$ cat config.mk
export PLATFORM = sky130hd
export DESIGN_NAME = slave_register_write_request
export DESIGN_NICKNAME = d
export VERILOG_FILES = /design/src/hdl/srwr_pkg.sv /design/src/hdl/slave_register_write_request.sv
export VERILOG_INCLUDE_DIRS = /design/src /design/src/hdl
export SDC_FILE = /design/constraint.sdc
export NUM_CORES = 1
export LEC_CHECK = 0
export BUFFER_PORTS_ARGS = -buffer_cell sky130_fd_sc_hd__buf_2
export CORE_AREA = 2 2 129 131
export DETAILED_ROUTE_END_ITERATION = 8
export DIE_AREA = 0 0 131 133
export PLACE_DENSITY = 0.75
export SYNTH_ARGS = -nofsm -noshare
export SYNTH_HDL_FRONTEND = slang
export SYNTH_SLANG_ARGS = --single-unit
$ cat constraint.sdc
create_clock -name clk_sys -period 2.3 [get_ports clk_sys]
set_input_delay 0.115 -clock clk_sys [delete_from_list [all_inputs] [get_ports clk_sys]]
set_output_delay 0.115 -clock clk_sys [all_outputs]
set_load 0.05 [all_outputs]
$ cat src/hdl/srwr_defines.svh
`ifndef SRWR_DEFINES_SVH
`define SRWR_DEFINES_SVH
// write command codes
`define SRWR_CMD_AUTO 8'h02
`define SRWR_CMD_CONF 8'h05
`define SRWR_CMD_BCAST 8'h08
// address windows
`define SRWR_AUTO_LAST 16'hFFDD
`define SRWR_CONF_FIRST 16'h03E9
`define SRWR_CONF_LAST 16'h040C
// length window in bytes
`define SRWR_LEN_MIN 3'h1
`define SRWR_LEN_MAX 3'h4
// application-layer control offset
`define SRWR_ALCTL_OFS 16'h0120
// error codes
`define SRWR_ERR_NOSLAVE 16'h0F09
`define SRWR_ERR_ADDR 16'h0F70
`define SRWR_ERR_LEN 16'h0F71
`define SRWR_ERR_CMD 16'h0F72
`define SRWR_ERR_NORESP 16'h0F73
`define SRWR_ERR_OFS 16'h0F74
`define SRWR_ERR_PREEMPT 16'h1021
// response timeout: time in us and derived count at 200 MHz
`define SRWR_RESP_TIMEOUT_US 32'h0000_0064
`define SRWR_CLK_MHZ 32'h0000_00C8
`define SRWR_RESP_CYCLES (`SRWR_RESP_TIMEOUT_US * `SRWR_CLK_MHZ)
// register offsets
`define SRWR_REG_STATUS 4'h0
`define SRWR_REG_MASK 4'h4
`define SRWR_REG_LASTWKC 4'h8
`define SRWR_STAT_W 3
`endif

$ cat src/hdl/srwr_pkg.sv
package srwr_pkg;
  // request sequencer states
  typedef enum logic [2:0]
  {
    SRWR_IDLE,
    SRWR_SEND,
    SRWR_WAIT,
    SRWR_DONE,
    SRWR_FAIL
  } srwr_state_type;

  // all state of the request unit
  typedef struct packed
  {
    srwr_state_type state;
    logic execPrev;
    logic [15:0] posAddr;
    logic [15:0] regOfs;
    logic [2:0] byteLen;
    logic [7:0] cmdCode;
    logic [31:0] wrValue;
    logic [15:0] workCount;
    logic [15:0] errorId;
    logic [14:0] waitCnt;
    logic [2:0] irqStat;
    logic [2:0] irqMask;
    logic [31:0] rdData;
  } srwr_regs_type;
endpackage

$ cat src/hdl/slave_register_write_request.sv
`include "srwr_defines.svh"

// Operation
// accept only write codes 2, 5, 8
// broadcast ignores position address input
// auto-increment address 0x0000 down to 0xFFDD
// configured address lies in 1001..1036
// bad position address aborts with 0x0F70
// bad byte length aborts with 0x0F71
// unknown command code aborts with 0x0F72
// no slave attached refuses with 0x0F09
// no network response reports 0x0F73
// protected offsets refused with 0x0F74
// AL control allowed once communication normal; the code also requires connBusy low
// working counter zero at start, final at done
// each successful slave adds one to counter
// done only after slave wrote normally
// later read request preempts this write, 0x1021
// slave control registers 0x0000-0x0FFF, memory above
// start on execute edge, busy, 1-4 bytes
module slave_register_write_request
  import srwr_pkg::*;
(
  input wire logic clk_sys,
  input wire logic sys_rst,
  // user request side
  input wire logic execute,
  input wire logic [7:0] writeCommandCode,
  input wire logic [15:0] positionAddr,
  input wire logic [15:0] regOffset,
  input wire logic [2:0] byteLength,
  input wire logic [31:0] writeValue,
  input wire logic readStart,
  output logic busy,
  output logic done,
  output logic error,
  output logic [15:0] errorId,
  output logic [15:0] workCount,
  // network status
  input wire logic slavePresent,
  input wire logic commNormal,
  input wire logic connBusy,
  // datagram issue toward the network
  output logic dgValid,
  input wire logic dgReady,
  output logic [7:0] dgCmd,
  output logic [15:0] dgAddr,
  output logic [15:0] dgOffset,
  output logic [2:0] dgLength,
  output logic [31:0] dgData,
  input wire logic rspValid,
  input wire logic [15:0] rspWkc,
  // register port
  input wire logic [3:0] regAddr,
  input wire logic [31:0] regWdata,
  input wire logic regWr,
  input wire logic regRd,
  output logic [31:0] regRdata,
  output logic irq
);

  // ****************************************
  // helper functions
  // ****************************************

  // offset falls in a protected slave register range
  function automatic logic ofsProtected(input logic [15:0] ofs, input logic alOk);
    logic hit;
    hit = 1'b0;
    if (ofs == 16'h0010 || ofs == 16'h0011)
    begin
      hit = 1'b1;
    end
    if (ofs == 16'h0020 || ofs == 16'h0021 || ofs == 16'h0030 || ofs == 16'h0031)
    begin
      hit = 1'b1;
    end
    if (ofs == 16'h0040 || (ofs >= 16'h0100 && ofs <= 16'h0103))
    begin
      hit = 1'b1;
    end
    // al control low byte is freed once the link runs normally and the connection is not busy
    if (ofs == `SRWR_ALCTL_OFS)
    begin
      hit = !alOk;
    end
    if (ofs == 16'h0121)
    begin
      hit = 1'b1;
    end
    if ((ofs >= 16'h0600 && ofs <= 16'h06FF) || (ofs >= 16'h0800 && ofs <= 16'h087F))
    begin
      hit = 1'b1;
    end
    if (ofs >= 16'h0900 && ofs <= 16'h09FF)
    begin
      hit = 1'b1;
    end
    return hit;
  endfunction

  // position address allowed for the given command
  function automatic logic addrOk(input logic [7:0] cmd, input logic [15:0] adr);
    logic ok;
    ok = 1'b0;
    case (cmd)
      `SRWR_CMD_AUTO: ok = (adr == 16'h0000) || (adr >= `SRWR_AUTO_LAST);
      `SRWR_CMD_CONF: ok = (adr >= `SRWR_CONF_FIRST) && (adr <= `SRWR_CONF_LAST);
      `SRWR_CMD_BCAST: ok = 1'b1;
      default: ok = 1'b0;
    endcase
    return ok;
  endfunction

  // ****************************************
  // state
  // ****************************************

  srwr_regs_type r_ff; // registered state
  srwr_regs_type nxt_r; // next state
  logic execRise; // start request
  logic cmdOk; // command is a write code
  logic regWkcWr; // write-one-to-clear strobe for the status register

  assign execRise = execute && !r_ff.execPrev;
  assign cmdOk = (writeCommandCode == `SRWR_CMD_AUTO) || (writeCommandCode == `SRWR_CMD_CONF)
                 || (writeCommandCode == `SRWR_CMD_BCAST);
  assign regWkcWr = regWr && (regAddr == `SRWR_REG_STATUS);

  // ****************************************
  // next-state logic
  // ****************************************

  // sequencer, event capture and register port in one process
  always_comb
  begin
    logic [2:0] ev;
    ev = 3'h0;
    nxt_r = r_ff;
    nxt_r.execPrev = execute;
    nxt_r.rdData = 32'h0;
    case (r_ff.state)
      SRWR_IDLE:
      begin
        // checks run in priority order: slave presence, command, address, length, offset
        if (execRise)
        begin
          nxt_r.workCount = 16'h0;
          nxt_r.errorId = 16'h0;
          nxt_r.cmdCode = writeCommandCode;
          nxt_r.posAddr = (writeCommandCode == `SRWR_CMD_BCAST) ? 16'h0 : positionAddr;
          nxt_r.regOfs = regOffset;
          nxt_r.byteLen = byteLength;
          nxt_r.wrValue = writeValue;
          nxt_r.state = SRWR_FAIL;
          if (!slavePresent)
          begin
            nxt_r.errorId = `SRWR_ERR_NOSLAVE;
          end
          else if (!cmdOk)
          begin
            nxt_r.errorId = `SRWR_ERR_CMD;
          end
          else if (!addrOk(writeCommandCode, positionAddr))
          begin
            nxt_r.errorId = `SRWR_ERR_ADDR;
          end
          else if (byteLength < `SRWR_LEN_MIN || byteLength > `SRWR_LEN_MAX)
          begin
            nxt_r.errorId = `SRWR_ERR_LEN;
          end
          else if (ofsProtected(regOffset, commNormal && !connBusy))
          begin
            nxt_r.errorId = `SRWR_ERR_OFS;
          end
          else
          begin
            nxt_r.state = SRWR_SEND;
          end
        end
      end
      SRWR_SEND:
      begin
        // hold the datagram until the network side takes it
        if (readStart)
        begin
          nxt_r.errorId = `SRWR_ERR_PREEMPT;
          nxt_r.state = SRWR_FAIL;
        end
        else if (dgReady)
        begin
          nxt_r.waitCnt = 15'h0;
          nxt_r.state = SRWR_WAIT;
        end
      end
      SRWR_WAIT:
      begin
        nxt_r.waitCnt = r_ff.waitCnt + 15'h1;
        if (readStart)
        begin
          nxt_r.errorId = `SRWR_ERR_PREEMPT;
          nxt_r.state = SRWR_FAIL;
        end
        else if (rspValid)
        begin
          // zero counter means the addressed slave did not write
          if (rspWkc != 16'h0)
          begin
            nxt_r.workCount = rspWkc;
            nxt_r.state = SRWR_DONE;
          end
          else
          begin
            nxt_r.errorId = `SRWR_ERR_NORESP;
            nxt_r.state = SRWR_FAIL;
          end
        end
        else if (r_ff.waitCnt == 15'(`SRWR_RESP_CYCLES - 32'h1))
        begin
          nxt_r.errorId = `SRWR_ERR_NORESP;
          nxt_r.state = SRWR_FAIL;
        end
      end
      SRWR_DONE:
      begin
        ev[0] = 1'b1;
        nxt_r.state = SRWR_IDLE;
      end
      SRWR_FAIL:
      begin
        ev[1] = 1'b1;
        ev[2] = (r_ff.errorId == `SRWR_ERR_PREEMPT);
        nxt_r.state = SRWR_IDLE;
      end
      default:
      begin
        nxt_r.state = SRWR_IDLE;
      end
    endcase
    // sticky status: a new event wins over a write-one clear
    if (regWkcWr)
    begin
      nxt_r.irqStat = r_ff.irqStat & ~regWdata[`SRWR_STAT_W-1:0];
    end
    nxt_r.irqStat = nxt_r.irqStat | ev;
    if (regWr && regAddr == `SRWR_REG_MASK)
    begin
      nxt_r.irqMask = regWdata[`SRWR_STAT_W-1:0];
    end
    // read data stands the cycle after the strobe only
    if (regRd)
    begin
      case (regAddr)
        `SRWR_REG_STATUS: nxt_r.rdData = {29'h0, r_ff.irqStat};
        `SRWR_REG_MASK: nxt_r.rdData = {29'h0, r_ff.irqMask};
        `SRWR_REG_LASTWKC: nxt_r.rdData = {r_ff.errorId, r_ff.workCount};
        default: nxt_r.rdData = 32'h0;
      endcase
    end
  end

  // ****************************************
  // state register
  // ****************************************

  // synchronous reset to idle
  always_ff @(posedge clk_sys)
  begin
    if (sys_rst)
    begin
      r_ff <= '{state: SRWR_IDLE, default: '0};
    end
    else
    begin
      r_ff <= nxt_r;
    end
  end

  // ****************************************
  // outputs
  // ****************************************

  // done and error pulse for one cycle; busy covers the whole exchange
  assign busy = (r_ff.state == SRWR_SEND) || (r_ff.state == SRWR_WAIT);
  assign done = (r_ff.state == SRWR_DONE);
  assign error = (r_ff.state == SRWR_FAIL);
  assign errorId = r_ff.errorId;
  assign workCount = r_ff.workCount;
  assign dgValid = (r_ff.state == SRWR_SEND);
  assign dgCmd = r_ff.cmdCode;
  assign dgAddr = r_ff.posAddr;
  assign dgOffset = r_ff.regOfs;
  assign dgLength = r_ff.byteLen;
  assign dgData = r_ff.wrValue;
  assign regRdata = r_ff.rdData;
  assign irq = |(r_ff.irqStat & r_ff.irqMask);

  // ****************************************
  // assertions
  // ****************************************

  a_bad_cmd_err: assert property (@(posedge clk_sys) disable iff (sys_rst)
    (r_ff.state == SRWR_IDLE && execRise && slavePresent && !cmdOk) |=> error
    && errorId == `SRWR_ERR_CMD) else $error("bad command not refused");
  a_noslave_err: assert property (@(posedge clk_sys) disable iff (sys_rst)
    (r_ff.state == SRWR_IDLE && execRise && !slavePresent) |=> error
    && errorId == `SRWR_ERR_NOSLAVE) else $error("missing slave not refused");
  a_len_err: assert property (@(posedge clk_sys) disable iff (sys_rst)
    (error && errorId == `SRWR_ERR_LEN) |-> $past(byteLength) == 3'h0
    || $past(byteLength) > 3'h4) else $error("length error without cause");
  a_prot_nosend: assert property (@(posedge clk_sys) disable iff (sys_rst)
    (r_ff.state == SRWR_IDLE && execRise && slavePresent && cmdOk
    && regOffset >= 16'h0800 && regOffset <= 16'h087F) |=> !dgValid)
    else $error("protected offset sent");
  a_wkc_start: assert property (@(posedge clk_sys) disable iff (sys_rst)
    (r_ff.state == SRWR_IDLE && execRise) |=> workCount == 16'h0)
    else $error("counter not cleared at start");
  a_done_wkc: assert property (@(posedge clk_sys) disable iff (sys_rst)
    done |-> $past(rspValid) && workCount == $past(rspWkc) && workCount != 16'h0)
    else $error("done without slave write");
  a_preempt_err: assert property (@(posedge clk_sys) disable iff (sys_rst)
    (busy && readStart) |=> error && errorId == `SRWR_ERR_PREEMPT)
    else $error("read did not preempt write");
  a_resp_timeout: assert property (@(posedge clk_sys) disable iff (sys_rst)
    (r_ff.state == SRWR_WAIT && r_ff.waitCnt == 15'(`SRWR_RESP_CYCLES - 32'h1) && !rspValid
    && !readStart) |=> error && errorId == `SRWR_ERR_NORESP) else $error("timeout missed");
  a_bcast_addr: assert property (@(posedge clk_sys) disable iff (sys_rst)
    (dgValid && dgCmd == `SRWR_CMD_BCAST) |-> dgAddr == 16'h0)
    else $error("broadcast address not ignored");
  // request field checks, written apart from the decode functions where possible
  a_addr_err: assert property (@(posedge clk_sys) disable iff (sys_rst)
    (r_ff.state == SRWR_IDLE && execRise && slavePresent && writeCommandCode == `SRWR_CMD_CONF
    && (positionAddr < `SRWR_CONF_FIRST || positionAddr > `SRWR_CONF_LAST)) |=> error
    && errorId == `SRWR_ERR_ADDR) else $error("bad address not refused");
  a_alctl_guard: assert property (@(posedge clk_sys) disable iff (sys_rst)
    (r_ff.state == SRWR_IDLE && execRise && regOffset == `SRWR_ALCTL_OFS
    && !(commNormal && !connBusy)) |=> error) else $error("al control written too early");
  a_start_send: assert property (@(posedge clk_sys) disable iff (sys_rst)
    (r_ff.state == SRWR_IDLE && execRise && slavePresent && cmdOk
    && addrOk(writeCommandCode, positionAddr) && byteLength >= `SRWR_LEN_MIN
    && byteLength <= `SRWR_LEN_MAX && !ofsProtected(regOffset, commNormal && !connBusy))
    |=> busy && dgValid) else $error("valid request not issued");
  // the datagram must not change or vanish before the network takes it
  a_dg_hold: assert property (@(posedge clk_sys) disable iff (sys_rst)
    (dgValid && !dgReady && !readStart) |=> dgValid && $stable(dgCmd) && $stable(dgAddr)
    && $stable(dgOffset) && $stable(dgLength) && $stable(dgData))
    else $error("datagram dropped before taken");

endmodule

---- Yosys cells after proc, flatten, opt, wreduce, memory -nomap -nowiden ----
Index checks and enable logic that the tools add are counted.
word-level totals
  flip-flop bits (word level) ............. 164
  latch bits .............................. 0
  memory bits (writable) .................. 0
  bits in read-only memories .............. 0
  output and inout port bits .............. 144
  word-level logic and storage cells ...... 154
  memories ................................ 0
cells by class
  $add $sub $neg .......................... 1
  multiply operators ...................... 0
  div/mod/pow operators ................... 0
  order comparisons ....................... 13
  equal/unequal tests ..................... 30
  shift-type cells ........................ 0
  mux-type cells .......................... 55
  bitwise logic cells ..................... 5
  reductions and logical operators ........ 37
operators with widths
  operator                                                                                count
  16-bit two-way mux                                                                      9
  32-bit case mux with 3 select lines                                                     1
  16-bit by 6-bit == test with 1-bit output (second input constant)                       4
  12-bit two-way mux                                                                      5
  16-bit case mux with 3 select lines                                                     1
  3-bit two-way mux                                                                       13
  16-bit by 5-bit == test with 1-bit output (second input constant)                       2
  16-bit by 9-bit == test with 1-bit output (second input constant)                       2
  16-bit by 12-bit greater-or-equal comparator with 1-bit output (second input constant)  2
  16-bit by 11-bit <= comparator with 1-bit output (second input constant)                2
  16-bit by 12-bit <= comparator with 1-bit output (second input constant)                2
  32-bit two-way mux                                                                      1
  16-bit case mux with 2 select lines                                                     1
  15-bit two-way mux                                                                      2
  15-bit case mux with 2 select lines                                                     1
  1-bit two-way mux                                                                       18
  16-bit by 13-bit == test with 1-bit output (second input constant)                      1
  16-bit by 7-bit == test with 1-bit output (second input constant)                       1
  16-bit by 10-bit greater-or-equal comparator with 1-bit output (second input constant)  1
  16-bit by 11-bit greater-or-equal comparator with 1-bit output (second input constant)  1
  16-bit greater-or-equal comparator (second input constant)                              1
  16-bit by 9-bit greater-or-equal comparator with 1-bit output (second input constant)   1
  16-bit by 9-bit <= comparator with 1-bit output (second input constant)                 1
  16-bit zero test                                                                        1
  36 further kinds                                                                        67

---- Depth between registers and ports, before layout ----
Gate-level depths: netlist of run 1.
  depth in word-level cells ............... 23
  gate-level depth with buffers ........... 8

---- Least setup slack after synthesis of run 1 ----
OpenSTA, ideal clock, no wires.
  kind .................................... register -> register
  start ................................... reg r_ff[43] in the netlist's numbering
  end ..................................... reg r_ff, in the netlist errorId[5]
  setup time .............................. 0.066 ns
  data arrival time ....................... 2.181 ns
  slack ................................... 0.053 ns
  cell stages (with the launch flop) ...... 8
  path buffers ............................ 1
  clock period less this slack ............ 2.247 ns
  cells stage by stage .................... dfxtp_1 or4b_1 nor4_2 o211ai_1 or3b_1 buf_6 a211o_1 a21oi_2
on the way
  longest elaborated chain between the ends .. 3
RTL lines
  item                           RTL line                             text
  from (decl)                    slave_register_write_request.sv:119  srwr_regs_type r_ff;
  from (signal assigned)         slave_register_write_request.sv:275  r_ff <= nxt_r;
  15-bit == test                 slave_register_write_request.sv:218  else if (r_ff.waitCnt == 15'(`SRWR_RESP_CYCLES - 32'h1))
  4-bit != test (no line)        -
  5-bit AND reduction (no line)  -
Every way passes these cells.
A chain may end at the register's enable or synchronous reset.

---- Worst setup path after layout of run 1 ----
  start ................................... reg r_ff[45] in the netlist's numbering
  end ..................................... reg r_ff, in the netlist errorId[3]
The elaborated chain is that of the path after synthesis.

==> out/results.ini, run 1 <==
[final_layout]
syn2layout_area_growth_pct=28.8
fillers=1391
final_common_cell=buf_2
final_cell_mix=buf_2, dfxtp_1, nand2_1
nets=1176
post-route-cell-area_mm2=0.00886
utilization_pct=54.8
drive_above_1_share_pct=30.5

[global_route]
grt_pass1_vias=6131
grt_pass1_wl_um=28700
gr-usage-all-layers_pct=20.7
grt_max_degree=62
grt_overflow=0
antenna_found_initial=1

[logic_synthesis]
synth_cell_types=54
synth_edf_count=0
syn_inst=831
ys_seq_elements=148
synthArstFlopShare_pct=0
avgSynthCellArea_um2=8.28
synth-main-ff-cell=dfxtp_1
syn_area_mm2=0.00688
synth.yosys.seq_area_share_pct=43.1
yosysWarnings=0

[sta]
setup-tns-final_ns=0
fmax_mhz=454
hold_violations=0
fin_skew_ns=0.00654
worst_pin_slew_ns=0.630
setup_viol=0
slew_viol_final=0
relSlewSlack_pct=58.0
hold_ws_ns=0.0132
rsz0062_at_grt=no
fin_crit_ns=2.20
min_period_over_period_pct=95.7

[die]
dieHeight_um=133
pin_count=282
rows=47
dieArea_mm2=0.0174
die_x_um=131
start_util_pct=42.5
core_area_mm2=0.0162

[critical_path]
cp_max_fo=8
cp.arrival_ns=2.49
cp_data_required_time_ns=2.59
timing.rr.end=errorId[3]
startpoint_type=flip-flop
reg2reg_from=r_ff[45]
crit_type=reg2reg
crit_path_cell_trace=or4b_1, nor4_4, o211ai_1, or3b_4, buf_4, a21oi_1, nor2_1
end_kind=flip-flop
reg2reg_setup_slack_ns=0.1
slowest_stage=or4b_1
r2r_cells=7
cpPeakStageDelay_ns=0.58

[job]
drv_cap=0

[clocking]
cts-root-buf=clkbuf_16
cts_max_level=4
path_clk_slew_ns=0.06
clk_path_buf_depth=2
clock_sinks=148
cts_tree=done
cts_setup_buffers=0
cts_buffers=17
worstSkewPairLatency_ns=0.42

[power]
irDropWorstVdd_v=0.000560
fin_total_pwr_mw=6.47
p_leak_nw=4.08
power_density_mw_per_mm2=731

[min_path]
hold_path_depth=3
min_to=regRdata[0]
min_path_type=in2reg
min_from=regAddr[1]

[drt]
wl_per_cell_um=14.4
drc=0
vias=6237
routed_wl_um=18400
drtAntennaViolNets=0
dr.first_iter.drc_count=403
detail_route.vias_per_cell=4.91
first_pass_iters=5

[placement]
port_buffers=244
gp_congestion=0.822
dpl-instance-area_mm2=0.00747
hpwl_um=11900

[outcome]
outcome=finished, final reports clean

[layout make-up]
type	count	area, µm²	area share [%]
well taps	220	275	3.11
repair buffers	356	2260	25.5
multi-input cells	500	2730	30.8
clock buffers	17	425	4.80
inverters	14	52.6	0.593
diodes	1	2.50	0.0282
flip-flops and latches	148	2960	33.4
clock inverters	15	148	1.67
[per-layer routing]
metal	global-route usage [%]	part of all wire (%)	up-vias
met1	23.1	40	2839
met3	6.71	6.7	83
met4	11.1	4.6	0
met2	34.5	48	282
li1	-	-	3033
met5	0	0	-
[cells by family after synthesis]
family	after synthesis	share of synthesized area (%)
AND/OR/NAND/NOR	325	22.6
buffers and inverters	190	18.1
flip-flops	148	43.1
AO/OA/AOI/OAI	131	11.1
multiplexers	22	3.20
XOR/XNOR	13	1.65
adder cells (fa/ha/maj)	1	0.182
other	1	0.0545
[synthesized netlist by cell type, types with 3 or more instances]
cell type / count / area share [%]
dfxtp_1: 148 / 43
and3_1: 3 / 0.27
mux2i_1: 22 / 3.2
nand2_1: 136 / 7.4
and2_1: 39 / 3.5
nand4_1: 6 / 0.55
nor3_1: 10 / 0.73
nor2b_1: 6 / 0.55
a22oi_1: 16 / 1.7
nor3b_1: 3 / 0.33
buf_4: 139 / 15
o21ai_0: 11 / 0.80
nor4_1: 10 / 0.91
a21oi_1: 81 / 5.9
inv_1: 14 / 0.76
buf_1: 5 / 0.27
nand3_1: 15 / 1.1
clkbuf_1: 29 / 1.6
nor2_1: 66 / 3.6
nand2b_1: 9 / 0.82
or3_1: 3 / 0.27
xor2_1: 7 / 0.89
xnor2_1: 6 / 0.76
a21o_1: 5 / 0.55
[flip-flops by register name (all words and copies together), names as in the netlist]
name and flops:
dgOffset 16, regRdata 24, workCount 16, dgCmd 8, errorId 8, dgAddr 16
dgData 32, r_ff 25, dgLength 3
[critical path, delay by kind of cell, from the launching register on]
kind,cells,cell delay [ns]
AOI/OAI and AO/OA,2,0.28
DFF,1,0.31
and+or+nand+nor,4,1.33
buffers and inverters,1,0.16
[worst max path at each step]
stage                   from          to  slack, ns
CTS                 r_ff[43]  errorId[5]       0.06
global placement    r_ff[43]  errorId[3]      0.001
global route        r_ff[45]  errorId[3]      0.006
finish              r_ff[45]  errorId[3]        0.1
detailed placement  r_ff[43]  errorId[3]      -0.02
floorplan           r_ff[43]  errorId[5]       0.05
[per-stage QoR]
stage,cells,worst slack (ns)
after CTS,1270,0.0562
after floorplan,838,0.0532
after global routing,1271,0.00571
final,1271,0.0994
after global placement,1159,0.00113
after detailed placement,1159,-0.0227
[power breakdown]
part	switching (mW)	leakage [nW]	internal, mW
Sequential	0.0514	1.20	2.66
Combinational	0.717	2.60	0.342
Clock	1.18	0.279	1.52
[repair_timing]
item | in CTS | in global routing
hold buffers | 79 | 0
endpoints found under the hold margin | 81 | 0
resized for setup | 1 | 4
pin swaps | 0 | 2
gates cloned | 0 | 0
setup endpoints to repair | 2 | 7
No activity file was read; power rests on OpenSTA's default activity.
==> inputs of run 2 (changes only) <==
CORE_AREA = 2 2 122 124   (was 2 2 129 131)
DIE_AREA = 0 0 124 126   (was 0 0 131 133)
PLACE_DENSITY = 0.8   (was 0.75)
clock period = 2.4 ns   (was 2.3 ns; I/O delays follow)
==> run 2 against run 1 <==
Effect of this change: fmax fell by 2.0%; critical endpoint is now errorId[5]; critical path depth fell by 1; clock skew is 0.012 ns higher; non-clock buffer count fell by 8; largest cell class unchanged.
==> out/results.ini, run 2 (same netlist as run 1, synthesis figures left out) <==
[global_route]
grt_pass1_vias=6153
met1_usage_pct=26.8
met3_usage_pct=5.25
use_met2_pct=40.0
grt_pass1_wl_um=29300
antenna_found_initial=0
grt_max_degree=65
top_usage_layer=met2
gr-usage-all-layers_pct=23.5
grt_overflow=0

[clocking]
cts-root-buf=clkbuf_16
clk_path_buf_depth=2
worstSkewPairLatency_ns=0.43
cts_tree=done
cts_buffers=17
cts_max_level=4
clock_sinks=148
cts_setup_buffers=0
path_clk_slew_ns=0.07

[die]
die_x_um=124
dieHeight_um=126
start_util_pct=48.1
core_area_mm2=0.0143
rows=44
dieArea_mm2=0.0156
pin_count=282

[critical_path]
r2r_cells=6
end_kind=flip-flop
cp_max_fo=9
startpoint_type=flip-flop
reg2reg_from=r_ff[43]
reg2reg_setup_slack_ns=0.16
timing.rr.end=errorId[5]
crit_type=reg2reg
cp.arrival_ns=2.60
cp_data_required_time_ns=2.76

[final_layout]
post-route-cell-area_mm2=0.00878
final_cell_mix=buf_2, dfxtp_1, nand2_1
diodes=0
drive_above_1_share_pct=29.8
largest_reg_flops=32
nets=1168
final_common_cell=buf_2
syn2layout_area_growth_pct=27.6

[min_path]
min_to=regRdata[1]
min_path_type=in2reg
min_from=regAddr[1]
hold_path_depth=3

[sta]
fin_ws_ns=0.156
worst_pin_slew_ns=0.693
slew_viol_final=0
hold_violations=0
fmax_mhz=446
min_period_over_period_pct=93.5
rsz0062_at_grt=no
setup_viol=0
fin_skew_ns=0.0187
fin_crit_ns=2.24
relSlewSlack_pct=53.8
setup-tns-final_ns=0

[drt]
drc=0
first_pass_iters=5
detail_route.vias_per_cell=5.16
dr.first_iter.drc_count=469
vias=6322
wl_per_cell_um=15.1
drtAntennaViolNets=0
routed_wl_um=18500

[placement]
dpl-instance-area_mm2=0.00737
port_buffers=244
gp_congestion=0.835
post-place-ws_ns=0.0423
hpwl_um=11700

[job]
drv_cap=0

[outcome]
outcome=finished, final reports clean

[power]
power_density_mw_per_mm2=711
fin_total_pwr_mw=6.24
p_leak_nw=4.06
irDropWorstVdd_v=0.000478

run 2: how the worst max path moves through the flow:
stage,slack [ns],startpoint,to
finish,0.16,r_ff[43],errorId[5]
detailed placement,0.04,r_ff[43],errorId[5]
CTS,0.04,r_ff[43],errorId[5]
global placement,0.1,r_ff[45],errorId[5]
floorplan,0.15,r_ff[43],errorId[5]
global route,0.01,positionAddr[4],r_ff[163]
run 2: through the flow:
stage                     cells  utilization [%]  hold WS (ns)
after global placement     1114             51.5         0.361
after CTS                  1226             61.2       0.00367
after detailed placement   1114             51.5         0.367
after global routing       1226             61.3        0.0265
after floorplan             838                -         0.248
final                      1226             61.3        0.0124
run 2: worst max-delay path, stage by stage (launching register included):
cell and delay, ns:
dfxtp_1 0.31, or4b_1 0.57, nor4_4 0.28, o211ai_1 0.13, or3b_4 0.48, a211o_1 0.32, a21oi_2 0.10
run 2: what timing repair did:
action,CTS,global route
hold buffers,80,0
gates resized for setup,0,3
endpoints found under the setup margin,0,7
endpoints found under the hold margin,83,0
run 2: per-layer routing:
metal	wire length (µm)	vias to the layer above	part of all wire, %
met5	0	-	0
met4	765	0	4.1
met3	1160	69	6.3
met2	9220	300	50
met1	7320	2935	40
li1	-	3018	-
run 2: report_power, final:
group	internal (mW)	switching, mW	total (mW)
combinational	0.325	0.687	1.01
clock	1.48	1.16	2.64
sequential	2.55	0.0500	2.60
run 2: final cells by class:
type	instances	area, µm²
tap	184	230
multi-input combinational	500	2720
clock buffer	17	425
fill	1171	5540
sequential	148	2960
clock inverter	15	164
timing repair buffer	348	2220
inverter	14	52.6
==> inputs of run 3 (changes only) <==
MAX_ROUTING_LAYER = met4   (was not set)
==> run 3 against run 2 <==
Effect of this change: non-clock buffer count stayed put; critical endpoint is now r_ff[163]; design area hardly changed; utilization hardly changed; global-route usage is 0.79 points higher.
==> out/results.ini, run 3 (same netlist as run 1, synthesis figures left out) <==
[outcome]
outcome=finished, final reports clean

[sta]
setup-tns-final_ns=0
hold_violations=0
fin_ws_ns=0.139
slew_viol_final=0
fin_skew_ns=0.00974
fmax_mhz=442
hold_ws_ns=0.0162
worst_pin_slew_ns=0.684
min_period_over_period_pct=94.2
rsz0062_at_grt=no
fin_crit_ns=2.26
setup_viol=0
relSlewSlack_pct=54.4

[die]
start_util_pct=48.1
dieHeight_um=126
core_area_mm2=0.0143
die_x_um=124
dieArea_mm2=0.0156
pin_count=282
rows=44

[clocking]
cts_tree=done
clock_sinks=148
clk_path_buf_depth=2
worstSkewPairLatency_ns=0.42
path_clk_slew_ns=0.07
cts_setup_buffers=0
cts_max_level=4
cts-root-buf=clkbuf_16
cts_buffers=17

[drt]
routed_wl_um=18500
drc=0
dr.first_iter.drc_count=468
wl_per_cell_um=15.1
first_pass_iters=5
detail_route.vias_per_cell=5.19
vias=6372
drtAntennaViolNets=0

[power]
fin_total_pwr_mw=6.24
irDropWorstVdd_v=0.000477
p_leak_nw=4.06
power_density_mw_per_mm2=711

[global_route]
grt_pass1_wl_um=29300
grt_max_degree=65
grt_overflow=0
antenna_found_initial=0
grt_pass1_vias=6155
gr-usage-all-layers_pct=24.3

[final_layout]
syn2layout_area_growth_pct=27.6
final_common_cell=buf_2
nets=1168
post-route-cell-area_mm2=0.00878
drive_above_1_share_pct=29.8
final_cell_mix=buf_2, dfxtp_1, nand2_1
final_cells=1227
fillers=1172
utilization_pct=61.3
largest_reg_flops=32

[critical_path]
crit_type=in2reg
startpoint_type=primary input
cp_data_required_time_ns=2.70
cpPeakStageDelay_ns=0.56
r2r_cells=6
crit_path_cell_trace=dlygate4sd3_1, buf_2, o2111ai_1, a2111oi_0, a311o_1, o2bb2ai_1, buf_4, nor4b_1, o21ai_0
end_kind=flip-flop
slowest_stage=dlygate4sd3_1
cp.arrival_ns=2.56
cp_max_fo=4

[placement]
port_buffers=244
dp_cells=1114
dpl-instance-area_mm2=0.00737
gp_congestion=0.848
hpwl_um=11700
post-place-ws_ns=0.0423

[min_path]
min_path_type=in2reg
hold_path_depth=3

[job]
drv_cap=0

==> run 3: cell count changes in the layout (fill, tap and decap cells not counted) <==
cell | previous run | this run
diode_2 | 0 | 1
==> run 3: power by group <==
group / total, mW / switching [mW] / leakage, nW / internal [mW]
registers: 2.60 / 0.0500 / 1.20 / 2.55
logic: 1.01 / 0.686 / 2.57 / 0.325
clock network: 2.64 / 1.16 / 0.280 / 1.48
total: 6.24 / 1.90 / 4.06 / 4.35
==> run 3: worst paths after layout <==
kind / end / startpoint / slack [ns]
worst max-delay path: r_ff[163] / positionAddr[4] / 0.14
worst min-delay path: regRdata[2] / regAddr[1] / 0.02
worst max register to register: errorId[5] / r_ff[43] / 0.15
worst min register to register: dgData[28] / dgData[28] / 0.45
==> run 3: layer usage <==
layer	vias to the layer above	part of all wire [%]	GRT usage, %
li1	3021	-	-
met1	2988	40	27.2
met2	289	50	40.1
met3	74	5.8	5.80
met4	0	4.1	12.3
met5	-	0	-
==> run 3: cell type report <==
cell class	count	area, µm²	area share [%]
flip-flops and latches	148	2960	33.8
multi-input cells	500	2720	31.0
repair buffers	348	2220	25.3
clock buffers	17	425	4.85
well taps	184	230	2.62
clock inverters	15	164	1.87
inverters	14	52.6	0.599
diodes	1	2.50	0.0285
==> run 3: critical path: cells and delay by family <==
family | cells | cell delay [ns]
buf+inv | 3 | 0.90
compound gates | 5 | 1.18
simple gates | 1 | 0.36
==> run 3: what timing repair did <==
action / 4_1_cts / 5_1_grt
gates resized for setup: 0 / 3
endpoints found under the setup margin: 0 / 7
hold endpoints to repair: 83 / 0
hold buffers: 80 / 0
